`config.mk`:
```
export PLATFORM = sky130hd
export DESIGN_NAME = tcps_regs
export DESIGN_NICKNAME = d
export VERILOG_FILES = /design/src/core/tcps_pkg.sv /design/src/core/tcps_flag_bit.sv /design/src/core/tcps_regs.sv
export VERILOG_INCLUDE_DIRS = /design/src /design/src/core
export SDC_FILE = /design/constraint.sdc
export NUM_CORES = 1
export LEC_CHECK = 0
export BUFFER_PORTS_ARGS = -buffer_cell sky130_fd_sc_hd__buf_2
export CAP_MARGIN = 20
export CORE_MARGIN = 4
export CORE_UTILIZATION = 45
export DETAILED_ROUTE_END_ITERATION = 10
export GPL_TIMING_DRIVEN = 0
export PLACE_DENSITY = 0.8
export SKIP_CTS_REPAIR_TIMING = 1
export SLEW_MARGIN = 20
export SYNTH_ARGS = -nofsm -noshare
export SYNTH_HDL_FRONTEND = slang
export SYNTH_SLANG_ARGS = --single-unit
```
`constraint.sdc`:
```
create_clock -name clk -period 2.9 [get_ports clk]
set_input_delay 0.145 -clock clk [delete_from_list [all_inputs] [get_ports clk]]
set_output_delay 0.145 -clock clk [all_outputs]
set_load 0.005 [all_outputs]
```
`src/core/tcps_defines.svh`:
```
// Offsets, field positions, reset values and counts of the tx cell path registers
`ifndef TCPS_DEFINES_SVH
`define TCPS_DEFINES_SVH

// Register indices; byte address is four times the index
`define TCPS_IDX_PERR       8'h53
`define TCPS_IDX_CFG        8'h54
`define TCPS_IDX_RAM        8'h80
`define TCPS_IDX_XFER       8'h86
`define TCPS_IDX_FRAME      8'h87

// Parity error status fields
`define TCPS_PERR_ROLL_BIT  15
`define TCPS_PERR_ANY_BIT   14
`define TCPS_PERR_SNAP_BIT  13
`define TCPS_PERR_CRST_BIT  12
`define TCPS_PERR_RST       16'h0000
`define TCPS_CNT_W          12
`define TCPS_CNT_MAX        12'hFFF

// Cell memory control fields
`define TCPS_RAM_INIT_BIT   6
`define TCPS_RAM_ZERO_BIT   0
`define TCPS_RAM_CTL_W      7
`define TCPS_RAM_CTL_RST    7'h40

// Configuration fields
`define TCPS_CFG_PAR_BIT    0

// Group registers
`define TCPS_GROUPS         8
`define TCPS_GRP_RST        8'hFF

// Memory initialisation length in cycles
`define TCPS_INIT_CYCLES    256
`define TCPS_INIT_CNT_W     16

// Bus responses
`define TCPS_RESP_OKAY      2'h0
`define TCPS_RESP_SLVERR    2'h2

`endif

```
`src/core/tcps_pkg.sv`:
```
// Types shared by the tx cell path status and control block
`include "tcps_defines.svh"

package tcps_pkg;

    typedef logic [`TCPS_GROUPS-1:0] tcps_grp_t;

    typedef enum logic {
        TCPS_INIT_IDLE,
        TCPS_INIT_RUN
    } tcps_init_e;

    typedef struct packed {
        logic q;
    } tcps_flag_s;

    typedef struct packed {
        logic                         aw_have;
        logic [7:0]                   aw_idx;
        logic                         w_have;
        logic [15:0]                  wdata;
        logic [15:0]                  wmask;
        logic                         bvalid;
        logic [1:0]                   bresp;
        logic                         rvalid;
        logic [1:0]                   rresp;
        logic [15:0]                  rdata;
        logic                         roll;
        logic                         perr;
        logic                         snap_done;
        logic                         snap_pend;
        logic                         cnt_rst;
        logic [`TCPS_CNT_W-1:0]       snap;
        logic [`TCPS_CNT_W-1:0]       cnt;
        logic                         par_even;
        logic [`TCPS_RAM_CTL_W-1:0]   ram_ctl;
        tcps_init_e                   init_st;
        logic [`TCPS_INIT_CNT_W-1:0]  init_cnt;
    } tcps_state_s;

endpackage : tcps_pkg

```
`src/core/tcps_flag_bit.sv`:
```
// One group bit: software writes zero to arm, hardware event sets it
module tcps_flag_bit (
    // Clock and control
    input  wire logic clk,
    input  wire logic srst,
    input  wire logic ce,
    // Arm and event
    input  wire logic clr,
    input  wire logic set,
    // Flag
    output logic      q
);
    import tcps_pkg::*;

    tcps_flag_s st_reg;
    tcps_flag_s st_next;

    always_comb begin
        st_next = st_reg;
        if (clr) begin
            st_next.q = 1'b0;
        end
        if (set) begin
            st_next.q = 1'b1;
        end
    end

    always_ff @(posedge clk) begin
        if (srst) begin
            st_reg.q <= 1'b1;
        end else if (ce) begin
            st_reg <= st_next;
        end
    end

    assign q = st_reg.q;
endmodule : tcps_flag_bit

```
`src/core/tcps_regs.sv`:
```
// Tx cell path parity, memory init, control-cell transfer and frame registers
//
// Functional notes
// - Counter wrap sets sticky bit 15
// - Any parity error sets sticky bit 14
// - Write one to bit 13 snapshots count
// - Bit 13 reads one once snapshot done
// - Bit 12 high holds counter in reset
// - Bit 7 low while memory initialises
// - Memory control resets with bit 6 set
// - Write zero starts group transfer, done sets
// - Transfer bits ignore ones, reset 00FF
// - Write zero arms, reference cell sets
// - Frame bits ignore ones, reset 00FF
// - Upper byte of group registers reads zero
// - Four-link variant: only groups 0-3 work
// - Parity status register resets to zero
// - Parity odd when select zero, else even
module tcps_regs #(
    parameter int AW            = 12,
    parameter int DW            = 16,
    parameter int ACTIVE_GROUPS = `TCPS_GROUPS,
    parameter int INIT_CYCLES   = `TCPS_INIT_CYCLES
) (
    // Clock, reset, enable
    input  wire logic                        clk,
    input  wire logic                        srst,
    input  wire logic                        ce,
    // AXI4-Lite slave
    input  wire logic [AW-1:0]               s_axi_awaddr,
    input  wire logic                        s_axi_awvalid,
    output logic                             s_axi_awready,
    input  wire logic [31:0]                 s_axi_wdata,
    input  wire logic [3:0]                  s_axi_wstrb,
    input  wire logic                        s_axi_wvalid,
    output logic                             s_axi_wready,
    output logic [1:0]                       s_axi_bresp,
    output logic                             s_axi_bvalid,
    input  wire logic                        s_axi_bready,
    input  wire logic [AW-1:0]               s_axi_araddr,
    input  wire logic                        s_axi_arvalid,
    output logic                             s_axi_arready,
    output logic [31:0]                      s_axi_rdata,
    output logic [1:0]                       s_axi_rresp,
    output logic                             s_axi_rvalid,
    input  wire logic                        s_axi_rready,
    // Transmit cell bus
    input  wire logic [DW-1:0]               tx_bus_data,
    input  wire logic                        tx_bus_par,
    input  wire logic                        tx_bus_valid,
    // Cell memory initialisation
    output logic                             init_wr_en,
    output logic [`TCPS_INIT_CNT_W-1:0]      init_wr_addr,
    // Per-group control cells
    output tcps_pkg::tcps_grp_t              xfer_req,
    input  wire tcps_pkg::tcps_grp_t         xfer_done,
    input  wire tcps_pkg::tcps_grp_t         ref_cell_sent
);
    import tcps_pkg::*;

    localparam logic [`TCPS_INIT_CNT_W-1:0] INIT_LAST = `TCPS_INIT_CNT_W'(INIT_CYCLES - 1);

    tcps_state_s st_reg;
    tcps_state_s st_next;

    logic        aw_fire;
    logic        w_fire;
    logic        ar_fire;
    logic        wr_fire;
    logic [7:0]  aw_idx_in;
    logic [7:0]  ar_idx;
    logic [15:0] wz;
    logic [15:0] wo;
    logic        wr_perr;
    logic        wr_ram;
    logic        wr_cfg;
    logic        par_err;
    logic        roll_evt;
    logic        init_start;
    logic        ram_ready;
    logic [15:0] rd_val;
    tcps_grp_t   xfer_q;
    tcps_grp_t   frame_q;
    tcps_grp_t   xfer_clr;
    tcps_grp_t   frame_clr;

    function automatic logic is_mapped(input logic [7:0] idx);
        return idx inside {`TCPS_IDX_PERR, `TCPS_IDX_CFG, `TCPS_IDX_RAM,
                           `TCPS_IDX_XFER, `TCPS_IDX_FRAME};
    endfunction : is_mapped

    // ****************************************
    // Bus handshakes and decode
    // ****************************************
    // Nothing is taken while the block is frozen
    assign s_axi_awready = ce & ~st_reg.aw_have;
    assign s_axi_wready  = ce & ~st_reg.w_have;
    assign s_axi_arready = ce & ~st_reg.rvalid;
    assign s_axi_bvalid  = ce & st_reg.bvalid;
    assign s_axi_rvalid  = ce & st_reg.rvalid;
    assign s_axi_bresp   = st_reg.bresp;
    assign s_axi_rresp   = st_reg.rresp;
    assign s_axi_rdata   = {16'h0000, st_reg.rdata};

    assign aw_fire = s_axi_awvalid & s_axi_awready;
    assign w_fire  = s_axi_wvalid & s_axi_wready;
    assign ar_fire = s_axi_arvalid & s_axi_arready;
    // Out-of-range upper address bits fold to unmapped index zero
    assign aw_idx_in = (s_axi_awaddr[AW-1:10] == '0) ? s_axi_awaddr[9:2] : 8'h00;
    assign ar_idx    = (s_axi_araddr[AW-1:10] == '0) ? s_axi_araddr[9:2] : 8'h00;
    // Write runs once address and data are both held
    assign wr_fire = st_reg.aw_have & st_reg.w_have & ~st_reg.bvalid;
    assign wz      = st_reg.wmask & ~st_reg.wdata;
    assign wo      = st_reg.wmask & st_reg.wdata;
    assign wr_perr = wr_fire & (st_reg.aw_idx == `TCPS_IDX_PERR);
    assign wr_ram  = wr_fire & (st_reg.aw_idx == `TCPS_IDX_RAM);
    assign wr_cfg  = wr_fire & (st_reg.aw_idx == `TCPS_IDX_CFG);

    // ****************************************
    // Parity checking and memory init
    // ****************************************
    // odd or even by select
    assign par_err  = tx_bus_valid & ((^{tx_bus_data, tx_bus_par}) == st_reg.par_even);
    assign roll_evt = par_err & ~st_reg.cnt_rst & (st_reg.cnt == `TCPS_CNT_MAX);
    assign init_start = wr_ram & wz[`TCPS_RAM_INIT_BIT] & wz[`TCPS_RAM_ZERO_BIT]
                      & (st_reg.init_st == TCPS_INIT_IDLE);
    assign ram_ready    = (st_reg.init_st == TCPS_INIT_IDLE);
    assign init_wr_en   = ~ram_ready;
    assign init_wr_addr = st_reg.init_cnt;

    // ****************************************
    // Read mux
    // ****************************************
    always_comb begin
        case (ar_idx)
            `TCPS_IDX_PERR:  rd_val = {st_reg.roll, st_reg.perr, st_reg.snap_done,
                                       st_reg.cnt_rst, st_reg.snap};
            `TCPS_IDX_CFG:   rd_val = {15'h0000, st_reg.par_even};
            `TCPS_IDX_RAM:   rd_val = {8'h00, ram_ready, st_reg.ram_ctl};
            `TCPS_IDX_XFER:  rd_val = {8'h00, xfer_q};
            `TCPS_IDX_FRAME: rd_val = {8'h00, frame_q};
            default:         rd_val = 16'h0000;
        endcase
    end

    // ****************************************
    // Next state
    // ****************************************
    always_comb begin
        st_next = st_reg;
        // Bus channels
        if (aw_fire) begin
            st_next.aw_have = 1'b1;
            st_next.aw_idx  = aw_idx_in;
        end
        if (w_fire) begin
            st_next.w_have = 1'b1;
            st_next.wdata  = s_axi_wdata[15:0];
            st_next.wmask  = {{8{s_axi_wstrb[1]}}, {8{s_axi_wstrb[0]}}};
        end
        if (wr_fire) begin
            st_next.aw_have = 1'b0;
            st_next.w_have  = 1'b0;
            st_next.bvalid  = 1'b1;
            st_next.bresp   = is_mapped(st_reg.aw_idx) ? `TCPS_RESP_OKAY : `TCPS_RESP_SLVERR;
        end else if (s_axi_bvalid & s_axi_bready) begin
            st_next.bvalid = 1'b0;
        end
        if (ar_fire) begin
            st_next.rvalid = 1'b1;
            st_next.rdata  = rd_val;
            st_next.rresp  = is_mapped(ar_idx) ? `TCPS_RESP_OKAY : `TCPS_RESP_SLVERR;
        end else if (s_axi_rvalid & s_axi_rready) begin
            st_next.rvalid = 1'b0;
        end

        // count bad words, wrap at max
        if (par_err) begin
            st_next.cnt = st_reg.cnt + 12'h001;
        end
        // held in reset by control bit
        if (st_reg.cnt_rst) begin
            st_next.cnt = 12'h000;
        end
        if (st_reg.snap_pend) begin
            st_next.snap      = st_reg.cnt;
            st_next.snap_done = 1'b1;
            st_next.snap_pend = 1'b0;
        end
        if (wr_perr) begin
            if (wz[`TCPS_PERR_ROLL_BIT]) begin
                st_next.roll = 1'b0;
            end
            if (wz[`TCPS_PERR_ANY_BIT]) begin
                st_next.perr = 1'b0;
            end
            if (wo[`TCPS_PERR_SNAP_BIT]) begin
                st_next.snap_pend = 1'b1;
                st_next.snap_done = 1'b0;
            end
            if (st_reg.wmask[`TCPS_PERR_CRST_BIT]) begin
                st_next.cnt_rst = st_reg.wdata[`TCPS_PERR_CRST_BIT];
            end
        end
        if (roll_evt) begin
            st_next.roll = 1'b1;
        end
        if (par_err) begin
            st_next.perr = 1'b1;
        end

        if (wr_cfg & st_reg.wmask[`TCPS_CFG_PAR_BIT]) begin
            st_next.par_even = st_reg.wdata[`TCPS_CFG_PAR_BIT];
        end
        // Reserved bits are stored as written
        if (wr_ram) begin
            st_next.ram_ctl = (st_reg.ram_ctl & ~st_reg.wmask[6:0])
                            | (st_reg.wdata[6:0] & st_reg.wmask[6:0]);
        end

        case (st_reg.init_st)
            TCPS_INIT_IDLE: begin
                if (init_start) begin
                    st_next.init_st  = TCPS_INIT_RUN;
                    st_next.init_cnt = '0;
                end
            end
            TCPS_INIT_RUN: begin
                st_next.init_cnt = st_reg.init_cnt + 16'h0001;
                if (st_reg.init_cnt == INIT_LAST) begin
                    st_next.init_st  = TCPS_INIT_IDLE;
                    st_next.init_cnt = '0;
                end
            end
            default: begin
                st_next.init_st = TCPS_INIT_IDLE;
            end
        endcase
    end

    // bit 6 taken as one at reset
    always_ff @(posedge clk) begin
        if (srst) begin
            st_reg         <= '0;
            st_reg.ram_ctl <= `TCPS_RAM_CTL_RST;
            st_reg.init_st <= TCPS_INIT_IDLE;
        end else if (ce) begin
            st_reg <= st_next;
        end
    end

    // ****************************************
    // Group bits
    // ****************************************
    generate
        for (genvar g = 0; g < `TCPS_GROUPS; g++) begin : g_grp
            if (g < ACTIVE_GROUPS) begin : g_on
                assign xfer_clr[g]  = wr_fire & (st_reg.aw_idx == `TCPS_IDX_XFER) & wz[g];
                assign frame_clr[g] = wr_fire & (st_reg.aw_idx == `TCPS_IDX_FRAME) & wz[g];
                tcps_flag_bit u_xfer (
                    .clk  (clk),
                    .srst (srst),
                    .ce   (ce),
                    .clr  (xfer_clr[g]),
                    .set  (xfer_done[g]),
                    .q    (xfer_q[g])
                );
                tcps_flag_bit u_frame (
                    .clk  (clk),
                    .srst (srst),
                    .ce   (ce),
                    .clr  (frame_clr[g]),
                    .set  (ref_cell_sent[g]),
                    .q    (frame_q[g])
                );
            end else begin : g_off
                assign xfer_clr[g]  = 1'b0;
                assign frame_clr[g] = 1'b0;
                assign xfer_q[g]    = 1'b1;
                assign frame_q[g]   = 1'b1;
            end
        end
    endgenerate

    // Transfer request stays up until the group reports completion
    assign xfer_req = ~xfer_q;
endmodule : tcps_regs

```
Word-level counts from Yosys, hierarchy flattened --
Index checks and enable logic that the tools add are counted.
Word-level totals: bits of input ports 102, output and inout port bits 66, logic and storage cells 227, bits in registers 127
Operators by class: mux-type cells 58, $add $sub $neg 2, bitwise operators 54, reduce and logical (&&, ||, !) cells 62, equal/unequal tests 14
Operator list (count):
- case mux 16 bit (5 select lines) | 1
- AND reduction 2 bit | 29
- nonzero test 2 bit | 25
- equality test 8 bit, second input constant | 6
- 2-to-1 mux 1 bit | 43
- bitwise AND 1 bit | 40
- 2-to-1 mux 17 bit | 2
- case mux 17 bit (2 select lines) | 1
- 2-to-1 mux 33 bit | 1
- equality test 8 x 7 -> 1 bit, second input constant | 4
- 2-to-1 mux 12 bit | 2
- parity 17 bit | 1
- adder 16 x 1 -> 16 bit, second input constant | 1
- bitwise AND 16 bit | 1
- equality test 16 x 8 -> 1 bit, second input constant | 1
- 2-to-1 mux 8 bit | 2
- inverter 16 bit | 1
- bitwise AND 14 bit | 1
- bitwise AND 7 bit | 2
- adder 12 x 1 -> 12 bit, second input constant | 1
- equality test 12 bit, second input constant | 1
- nonzero test 5 bit | 2
- 2-to-1 mux 9 bit | 1
- AND reduction 3 bit | 3
- other kinds (9) | 18

Depth between registers and ports, before layout --
Gate-level depths: netlist (run 1).
word-level depth 8, mapped depth 8, gate-level depth less buffers 7

By module --
From an unflattened synthesis (run 1), not the netlist that was laid out.
Unflattened totals: cell total of the unflattened synthesis 669, area, all modules 5449.0 µm²
Modules (own cells, without submodules):
- tcps_regs | sequential area each 1961.9 µm², instances 1, area each 4908.5 µm², cells each 621
- tcps_flag_bit | sequential area each 20.0 µm², instances 16, area each 33.8 µm², cells each 3

Worst setup path after synthesis (run 1) --
Ideal clock, no wire load.
kind reg2reg, start register st_reg[24] in the netlist's numbering, end register st_reg[27] in the netlist's numbering, cell stages (with the launch flop) 8, path buffers 0, setup time 0.146 ns, period minus slack after synthesis 2.081 ns, slack 0.819 ns, required time 2.754 ns, data arrival time 1.935 ns, cells stage by stage dfxtp_1 > xnor2_1 > xnor3_2 > xor2_1 > or3_1 > a211oi_1 > xnor2_1 > nor2_1
Between the ends: longest elaborated chain between the ends 4
RTL lines:
- start, declared | RTL line tcps_regs.sv:63 | tcps_state_s st_reg;
- start signal, assigned | RTL line tcps_regs.sv:248 | st_reg <= st_next;
- equality test 1 bit | RTL line tcps_regs.sv:123 | assign par_err = tx_bus_valid & ((^{tx_bus_data, tx_bus_par}) == st_reg.par_even);
- bitwise AND 1 bit | RTL line tcps_regs.sv:123
- nonzero test 2 bit (no source line)
- AND reduction 2 bit (no source line)
No other way between the ends. A chain may end at the register's enable or synchronous reset.

Worst setup path after layout (run 1) --
start register st_reg[113] in the netlist's numbering, end register st_reg (netlist bit init_wr_addr[9])
Between the ends: longest elaborated chain between the ends 7
RTL lines:
- equality test 8 bit
- bitwise AND 1 bit | RTL line tcps_regs.sv:116 | assign wr_ram = wr_fire & (st_reg.aw_idx == `TCPS_IDX_RAM);
- bitwise AND 1 bit (3 in series) | RTL line tcps_regs.sv:125 | assign init_start = wr_ram & wz[`TCPS_RAM_INIT_BIT] & wz[`TCPS_RAM_ZERO_BIT]
- inequality test 2 bit (no source line)
- AND reduction 2 bit (no source line)
No other way between the ends.

==> results by group, run 1 <==
Outcome
  – Status: complete, but fails checks
  – Failing checks: negative hold slack

Logic synthesis
  – Main flop type after synthesis: dfxtp_1
  – Top cells by area, synth: dfxtp_1 42%, nand2_1 8.0%, a21oi_1 7.2%, buf_4 7.2%, nor2_1 4.4%
  – Top-area cell type share of the netlist area: 0.421
  – Unique masters post-synth: 50
  – Post-synth top area cell: dfxtp_1
  – Synth Cell Area: 0.00542 mm2
  – Synth Register Bits: 114
  – EDFF count, synth: 0
  – Post-synthesis sequential area ratio: 0.421
  – Asr flop ratio synth: 0
  – Number of cells produced by synthesis: 674
  – Mapped Avg Cell Area: 8.05 um2
  – Warnings from Yosys: 0

Timing
  – Max Freq: approximately 0.41 GHz
  – Post-route setup TNS: 0 ns
  – Final hold violation count: 6
  – Unrepaired setup endpoints after global routing: no
  – Final setup violation count: 0
  – Clock Skews: 0.00913 ns
  – Slew Viols, Final: 0
  – Minimum clock period: 2.41 ns
  – Worst relative slew slack: 0.278
  – Tightest Pin Transition: roughly 1.1 ns
  – Fin crit share: 0.833
  – Worst Hold Slack: -0.0331 ns

Layout
  – Nets: 965
  – Commonest non-fill, non-tap cell in the layout: buf_2
  – Max reg flops: 56
  – Antenna diodes: 0
  – Area growth syn-to-layout: 32.2%
  – Most frequent cells in the layout: 123 x buf_2, 115 x nand2_1, 114 x dfxtp_1
  – Layout cell share with drive strength beyond 1: 0.248
  – Final design utilization: 0.617
  – Final instance area: 0.00717 mm2

Floorplan
  – CORE AREA: 0.0116 mm2
  – Row count: 39
  – Full die area: 0.0139 mm2
  – Die height: 118 um
  – Initial Utilization: 0.467
  – IO Pins: roughly 170
  – Die X: 118 um

Power
  – Int Power: a little over 3 mW
  – Sw Ratio: 0.249
  – Pwr dens: a little under 600 mW/mm2
  – Net switching power: 1.03 mW
  – Maximum vdd drop: 0.263 mV
  – Flop pwr share: 0.392
  – Leak pwr: 3.08 nW
  – Clock share of power: 0.507
  – Comb pwr share: 0.101

Global routing
  – First-pass GRT wire length: approximately 24,000 um
  – Grt total ovfl: 0
  – Total GRT Usage: 0.206
  – Pin count of the biggest net entering global routing: 17
  – Initial antenna violation count: 0
  – Vias in the first global route: 4,916

Placement
  – DP Area: approximately 0.0063 mm2
  – DP HPWL: 10,600 um
  – RD Place Congestion: 0.900
  – Input/output buffers: 122

Clock tree
  – Clock latency on the worst-skew pair: 0.41 ns
  – Maximum clock path buffer count: 2
  – Htree depth: 4
  – Clock Sinks: between 100 and 150
  – Clock slew at reported path FFs: 0.06 ns
  – CTS tree: yes
  – Clock root cell: clkbuf_16
  – CTS Buf Count: 17

Setup path
  – Peak fanout along the critical path: 10
  – Crit Path Class: flip-flop to flip-flop
  – Endpoint class of the critical path: flip-flop
  – Arr. time, crit path: about 2.7 ns
  – Crit path required time: around 3.2 ns
  – CP Launch Type: flip-flop

Min path
  – Hold Crit Class: input port to flip-flop

Route
  – First-pass detailed-route iteration total: 5
  – First DRT Iteration DRCs: between 300 and 400
  – Via count: 5,310
  – Routed vias/inst: approximately 5.2
  – WL/cell: 14.5 um
  – Routed wire length: 14,800 um
  – Post-route ant nets: 0
  – Post-route DRC: 0

Flow run
  – Total of max-cap violations: 0
==> worst max-delay path: stages (launching register included) <==
cell and delay [ns]:
dfxtp_1 0.32, nor4b_1 0.50, nand2b_1 0.19, o21ba_2 0.29, nor2_1 0.22, clkbuf_1 0.38, nand4_1 0.16, xor2_1 0.16
nor2_1 0.05
==> logic make-up (layout without fill, tap and decap cells) <==
family | count (synthesis) | after routing | synth area share
AOI/OAI and AO/OA | 139 | 139 | 0.147
DFF | 114 | 114 | 0.421
adders and majority gates | 2 | 2 | 0.00461
buffers and inverters | 95 | 278 | 0.102
and+or+nand+nor | 272 | 272 | 0.231
other | 1 | 18 | 0.000691
xor gates and xnor gates | 35 | 35 | 0.0648
muxes | 16 | 16 | 0.0295
==> cell type report <==
class | count | area, um2
fillers | 995 | 4440
multi-input cells | 482 | 2650
flip-flops and latches | 114 | 2280
repair buffers | 151 | 901
plain buffers | 80 | 497
clock buffers | 19 | 453
well taps | 143 | 179
clock inverters | 13 | 149
inverters | 15 | 56.3
==> cell usage after synthesis (13+ instances only) <==
cell	n
mux2i_1	16
dfxtp_1	114
o21ai_0	28
xnor2_1	17
a21oi_1	78
nand4_1	13
nand3_1	30
xor2_1	14
nor2_1	64
inv_1	15
clkbuf_1	24
buf_4	52
nand2_1	115
==> path summary, 6_finish.rpt <==
check                      start              end  slack [ns]  depth (start not counted)
hold / removal    s_axi_wdata[1]       st_reg[93]       -0.03                          3
setup reg to reg     st_reg[113]  init_wr_addr[9]        0.49                          8
setup / recovery     st_reg[113]  init_wr_addr[9]        0.49                          8
hold reg to reg   s_axi_rdata[2]   s_axi_rdata[2]        0.45                          2
==> power groups by stage <==
stage	Clock (mW)	Sequential, mW	Combinational, mW
final	2.10	1.62	0.419
after global routing	2.20	1.63	0.459
after CTS	2.11	1.62	0.383
after detailed placement	0	1.66	0.381
after global placement	0	1.65	0.375
after floorplan	0	1.65	0.254
==> metal layers <==
metal	share of wire	GRT usage	wire length (um)
met1	0.44	0.275	6450
met5	0	0	0
met3	0.076	0.0442	1130
met2	0.47	0.324	6890
met4	0.022	0.0857	326
==> stage by stage <==
| stage | std cells | total power, mW | hold slack (ns) | setup slack [ns] |
|---|---|---|---|---|
| after floorplan | 691 | 1.90 | 0.266 | 0.819 |
| after global placement | 956 | 2.03 | 0.354 | 0.581 |
| after detailed placement | 956 | 2.04 | 0.352 | 0.553 |
| after CTS | 988 | 4.12 | -0.0750 | 0.490 |
| after global routing | 1017 | 4.28 | 0.00136 | 0.238 |
| final | 1017 | 4.15 | -0.0331 | 0.486 |
Note: power is estimated with default switching activity, not from simulation.
==> run 2, diff against run 1 <==
clock period = 2.49 ns   (was 2.9 ns; I/O delays follow)
==> run 2 against run 1 <==
Compared with the run above: the run still ends with negative hold slack left; count of clock-buffer cells in the layout did not move; critical path type unchanged; sequential share of layout area shrank 0.30 points; maximum frequency increased by 4.1%; global-route usage is the same; utilization increased by 0.59 points; first-iteration DRC count rose by 0.28%; largest cell class unchanged; clock skew barely moved; largest power group unchanged; sequential power increased by 17%; clock power is 17% higher; wire length is 0.54% higher; worst setup slack lost 0.32 ns.
==> results by group, run 2 (synthesis gave the netlist of run 1 again) <==
Power
  – Total Power: 4.84 mW
  – Sw Ratio: 0.249
  – Pwr dens: 669 mW/mm2
  – Clock share of power: 0.507
  – Net switching power: ~1.2 mW
  – Maximum vdd drop: 0.309 mV
  – Flop pwr share: 0.391
  – Int Power: between 3 and 4 mW
  – Leak pwr: 3.12 nW
  – Comb pwr share: 0.102

Clock tree
  – Clock Sinks: 114
  – Clock slew at reported path FFs: 0.06 ns
  – Htree depth: 4
  – Clock root cell: clkbuf_16
  – CTS tree: yes
  – Clock latency on the worst-skew pair: 0.41 ns
  – CTS Buf Count: 17
  – Maximum clock path buffer count: 2

Min path
  – Worst Hold Depth: 3
  – Hold Crit Class: input port to flip-flop
  – Hold path endpoint: st_reg[93]
  – Min-delay src: s_axi_wdata[1]

Global routing
  – Met1 usage: 0.275
  – First-pass GRT wire length: 23,800 um
  – Met3 usage: 0.0442
  – GR Layer Usage met2: 0.324
  – Pin count of the biggest net entering global routing: 17
  – Busiest grt layer: met2
  – Vias in the first global route: 4,916
  – Grt total ovfl: 0
  – Initial antenna violation count: 0
  – Total GRT Usage: 0.206

Floorplan
  – CORE AREA: about 0.012 mm2
  – IO Pins: around 170
  – Full die area: about 0.014 mm2
  – Die X: 118 um
  – Die height: 118 um
  – Initial Utilization: 0.467
  – Row count: 39

Setup path
  – Arr. time, crit path: 2.57 ns
  – FF-to-FF Start: st_reg[24]
  – Crit Path Class: flip-flop to flip-flop
  – Endpoint class of the critical path: flip-flop
  – Worst flop-to-flop path endpoint: st_reg[35]
  – CP Launch Type: flip-flop
  – Flop-to-flop setup slack: 0.17 ns
  – Reg2reg path depth: 7
  – Crit path required time: 2.74 ns
  – Peak fanout along the critical path: 4

Timing
  – Post-route setup TNS: 0 ns
  – Final setup violation count: 0
  – Unrepaired setup endpoints after global routing: no
  – Worst relative slew slack: 0.252
  – Fin crit share: 0.932
  – Max Freq: 0.431 GHz
  – Final hold violation count: 3
  – Slew Viols, Final: 0
  – Minimum clock period: 2.32 ns
  – Worst Hold Slack: -0.0534 ns
  – Clock Skews: 0.00889 ns
  – Fin worst setup slack: 0.170 ns
  – Tightest Pin Transition: 1.11 ns

Layout
  – Final design utilization: 0.623
  – Most frequent cells in the layout: 123 x buf_2, 115 x nand2_1, 114 x dfxtp_1
  – Final instance area: between 0.007 and 0.008 mm2
  – Fillers: 983
  – Max reg flops: between 50 and 60
  – Finished Layout Cells: 1,023
  – Layout cell share with drive strength beyond 1: 0.250
  – Area growth syn-to-layout: 33.4%
  – Antenna diodes: 0
  – Nets: roughly 970
  – Commonest non-fill, non-tap cell in the layout: buf_2

Route
  – Routed wire length: around 15,000 um
  – Post-route DRC: 0
  – Routed vias/inst: 5.24
  – Via count: approximately 5,400
  – First DRT Iteration DRCs: 357
  – WL/cell: 14.5 um
  – Post-route ant nets: 0
  – First-pass detailed-route iteration total: 5

Outcome
  – Failing checks: negative hold slack
  – Status: complete, but fails checks

Flow run
  – Total of max-cap violations: 0

Placement
  – DP HPWL: 10,600 um
  – RD Place Congestion: about 0.9
  – DP Area: 0.00628 mm2
  – Cell count after placement: 956
  – DP Worst Slack: 0.143 ns
  – Input/output buffers: around 120
==> run 2: cell types whose count changed in the layout (fill, tap and decap cells not counted) <==
| cell | previous run | this run |
|---|---|---|
| dlygate4sd3_1 | 29 | 35 |
| clkbuf_2 | 0 | 2 |
| buf_1 | 3 | 2 |
| clkbuf_1 | 24 | 23 |
| nor4b_1 | 2 | 1 |
| nor4b_2 | 2 | 3 |
==> run 2: final cells by class <==
type                    count  area [um2]  share of cell area
multi-input cells         482        2660               0.367
plain buffers              80         499              0.0690
inverters                  15        56.3             0.00778
flip-flops and latches    114        2280               0.315
clock inverters            13         149              0.0206
clock buffers              19         453              0.0626
well taps                 143         179              0.0247
repair buffers            157         961               0.133
==> run 2: critical path: stages, from the launching register on <==
cell     delay (ns)
dfxtp_1        0.43
xnor2_1        0.14
xnor3_2        0.48
xor2_1         0.21
or3_1          0.43
a31oi_1        0.27
xnor2_1        0.16
nor2_1         0.05
==> run 2: worst max path at each step <==
stage,from,to,slack [ns]
finish,st_reg[24],st_reg[35],0.17
global route,st_reg[24],st_reg[30],0.06
CTS,st_reg[113],init_wr_addr[10],0.08
detailed placement,st_reg[113],init_wr_addr[9],0.14
global placement,st_reg[113],init_wr_addr[12],0.17
floorplan,st_reg[24],st_reg[27],0.41
==> run 2: power groups by stage <==
stage | clock [mW] | combinational (mW) | sequential (mW)
floorplan | 0 | 0.296 | 1.92
global route | 2.56 | 0.543 | 1.90
CTS | 2.46 | 0.446 | 1.89
detailed placement | 0 | 0.443 | 1.93
finish | 2.46 | 0.494 | 1.89
global placement | 0 | 0.437 | 1.93
==> run 2: routing by layer <==
| metal | part of all wire | up-vias |
|---|---|---|
| met5 | 0 | - |
| met4 | 0.028 | 0 |
| met3 | 0.073 | 40 |
| met2 | 0.46 | 247 |
| met1 | 0.44 | 2439 |
| li1 | - | 2635 |
==> run 3, diff against run 2 <==
clock period = 2.15 ns   (was 2.49 ns; I/O delays follow)
==> run 3 against run 2 <==
Compared with the run above: the run still ends with negative hold slack left; total power up 17%; maximum frequency up 11%; combinational power up 26%; non-clock buffer count up 3; die area unchanged; wire length up 0.19%; cell count up 0.29%; count of clock-buffer cells in the layout unchanged; flip-flop and latch count unchanged; first-iteration DRC count up 8.4%; sequential share of layout area down 0.40 points; highest routed layer unchanged.
==> results by group, run 3 (synthesis gave the netlist of run 1 again) <==
Timing
  – Tightest Pin Transition: about 1.1 ns
  – Worst Hold Slack: -0.00256 ns
  – Slew Viols, Final: 0
  – Final hold violation count: 1
  – Fin crit share: 0.969
  – Final setup violation count: 0
  – Unrepaired setup endpoints after global routing: no
  – Clock Skews: 0.0112 ns
  – Worst relative slew slack: 0.254
  – Fin worst setup slack: about 0.066 ns
  – Minimum clock period: about 2.1 ns
  – Max Freq: approximately 0.48 GHz

Setup path
  – Crit Path Class: flip-flop to flip-flop
  – Endpoint class of the critical path: flip-flop
  – Crit path required time: 2.40 ns
  – CP Launch Type: flip-flop
  – Peak fanout along the critical path: 4
  – Arr. time, crit path: about 2.3 ns

Global routing
  – First-pass GRT wire length: 23,800 um
  – Total GRT Usage: 0.206
  – Grt total ovfl: 0
  – Pin count of the biggest net entering global routing: 17
  – Vias in the first global route: 4,916
  – Initial antenna violation count: 0

Power
  – Clock share of power: 0.503
  – Sw Ratio: 0.250
  – Net switching power: around 1.4 mW
  – Comb pwr share: 0.110
  – Pwr dens: 770 mW/mm2
  – Flop pwr share: 0.388
  – Leak pwr: 3.14 nW
  – Maximum vdd drop: 0.358 mV
  – Int Power: 4.24 mW
  – Total Power: 5.65 mW

Route
  – Post-route ant nets: 0
  – Post-route DRC: 0
  – Routed vias/inst: 5.16
  – Via count: 5,299
  – First DRT Iteration DRCs: 387
  – Routed wire length: 14,900 um
  – First-pass detailed-route iteration total: 6
  – WL/cell: approximately 15 um

Min path
  – Hold Crit Class: input port to flip-flop

Clock tree
  – CTS tree: yes
  – Htree depth: 4
  – CTS Buf Count: 17
  – Clock slew at reported path FFs: about 0.06 ns
  – Clock root cell: clkbuf_16
  – Maximum clock path buffer count: 2
  – Clock latency on the worst-skew pair: 0.41 ns
  – Clock Sinks: 114

Layout
  – Final instance area: 0.00734 mm2
  – Finished Layout Cells: 1,026
  – Antenna diodes: 0
  – Commonest non-fill, non-tap cell in the layout: buf_2
  – Nets: 974
  – Final design utilization: 0.632
  – Max reg flops: 56
  – Most frequent cells in the layout: 123 x buf_2, 115 x nand2_1, 113 x dfxtp_1
  – Layout cell share with drive strength beyond 1: 0.259
  – Area growth syn-to-layout: 35.2%

Flow run
  – Total of max-cap violations: 0

Placement
  – DP Area: roughly 0.0063 mm2
  – Input/output buffers: 122
  – Cell count after placement: between 900 and 1,000
  – DP HPWL: 10,600 um
  – RD Place Congestion: 0.900
  – DP Worst Slack: -0.197 ns

Floorplan
  – Full die area: between 0.01 and 0.015 mm2
  – Die height: 118 um
  – CORE AREA: 0.0116 mm2
  – Initial Utilization: 0.467
  – Die X: 118 um
  – IO Pins: 168
  – Row count: 39

Outcome
  – Failing checks: negative hold slack
  – Status: complete, but fails checks
run 3: path summary, 6_finish.rpt:
path	from	to	slack, ns	cells after the start
hold / removal	s_axi_wvalid	st_reg[108]	-0.003	3
hold reg to reg	s_axi_rdata[2]	s_axi_rdata[2]	0.45	2
setup / recovery	st_reg[24]	st_reg[35]	0.07	7
setup reg to reg	st_reg[24]	st_reg[35]	0.07	7
run 3: critical path, stage by stage, from the launching register on:
cell and delay (ns):
dfxtp_2 0.35, xnor2_1 0.18, xnor3_2 0.34, xor2_1 0.22, or3_4 0.42, a31oi_2 0.21, xnor2_1 0.15, nor2_1 0.05
run 3: power by group through the flow:
stage | logic (mW) | registers (mW) | clock network (mW)
2_1_floorplan | 0.343 | 2.22 | 0
3_3_place_gp | 0.506 | 2.23 | 0
3_5_place_dp | 0.513 | 2.23 | 0
4_1_cts | 0.516 | 2.19 | 2.85
5_1_grt | 0.675 | 2.20 | 2.97
6_report | 0.620 | 2.19 | 2.84
run 3: stage by stage:
step,setup TNS (ns),hold WS [ns]
floorplan,0,0.228
global placement,-2.59,0.317
detailed placement,-3.11,0.315
CTS,-4.06,-0.113
global route,0,0.00788
finish,0,-0.00256
run 3: layer usage:
layer	wire length, um	vias up	track usage
li1	-	2640	-
met2	6930	231	0.324
met5	0	-	0
met3	1150	32	0.0442
met1	6480	2396	0.275
met4	336	0	0.0857
run 3: cell type report:
type                       count  area, um2
buffer                        79        500
fill                         976       4280
tap                          143        179
clock buffer                  19        453
multi-input combinational    482       2710
timing repair buffer         161       1000
clock inverter                13        149
sequential                   114       2280
inverter                      15       56.3
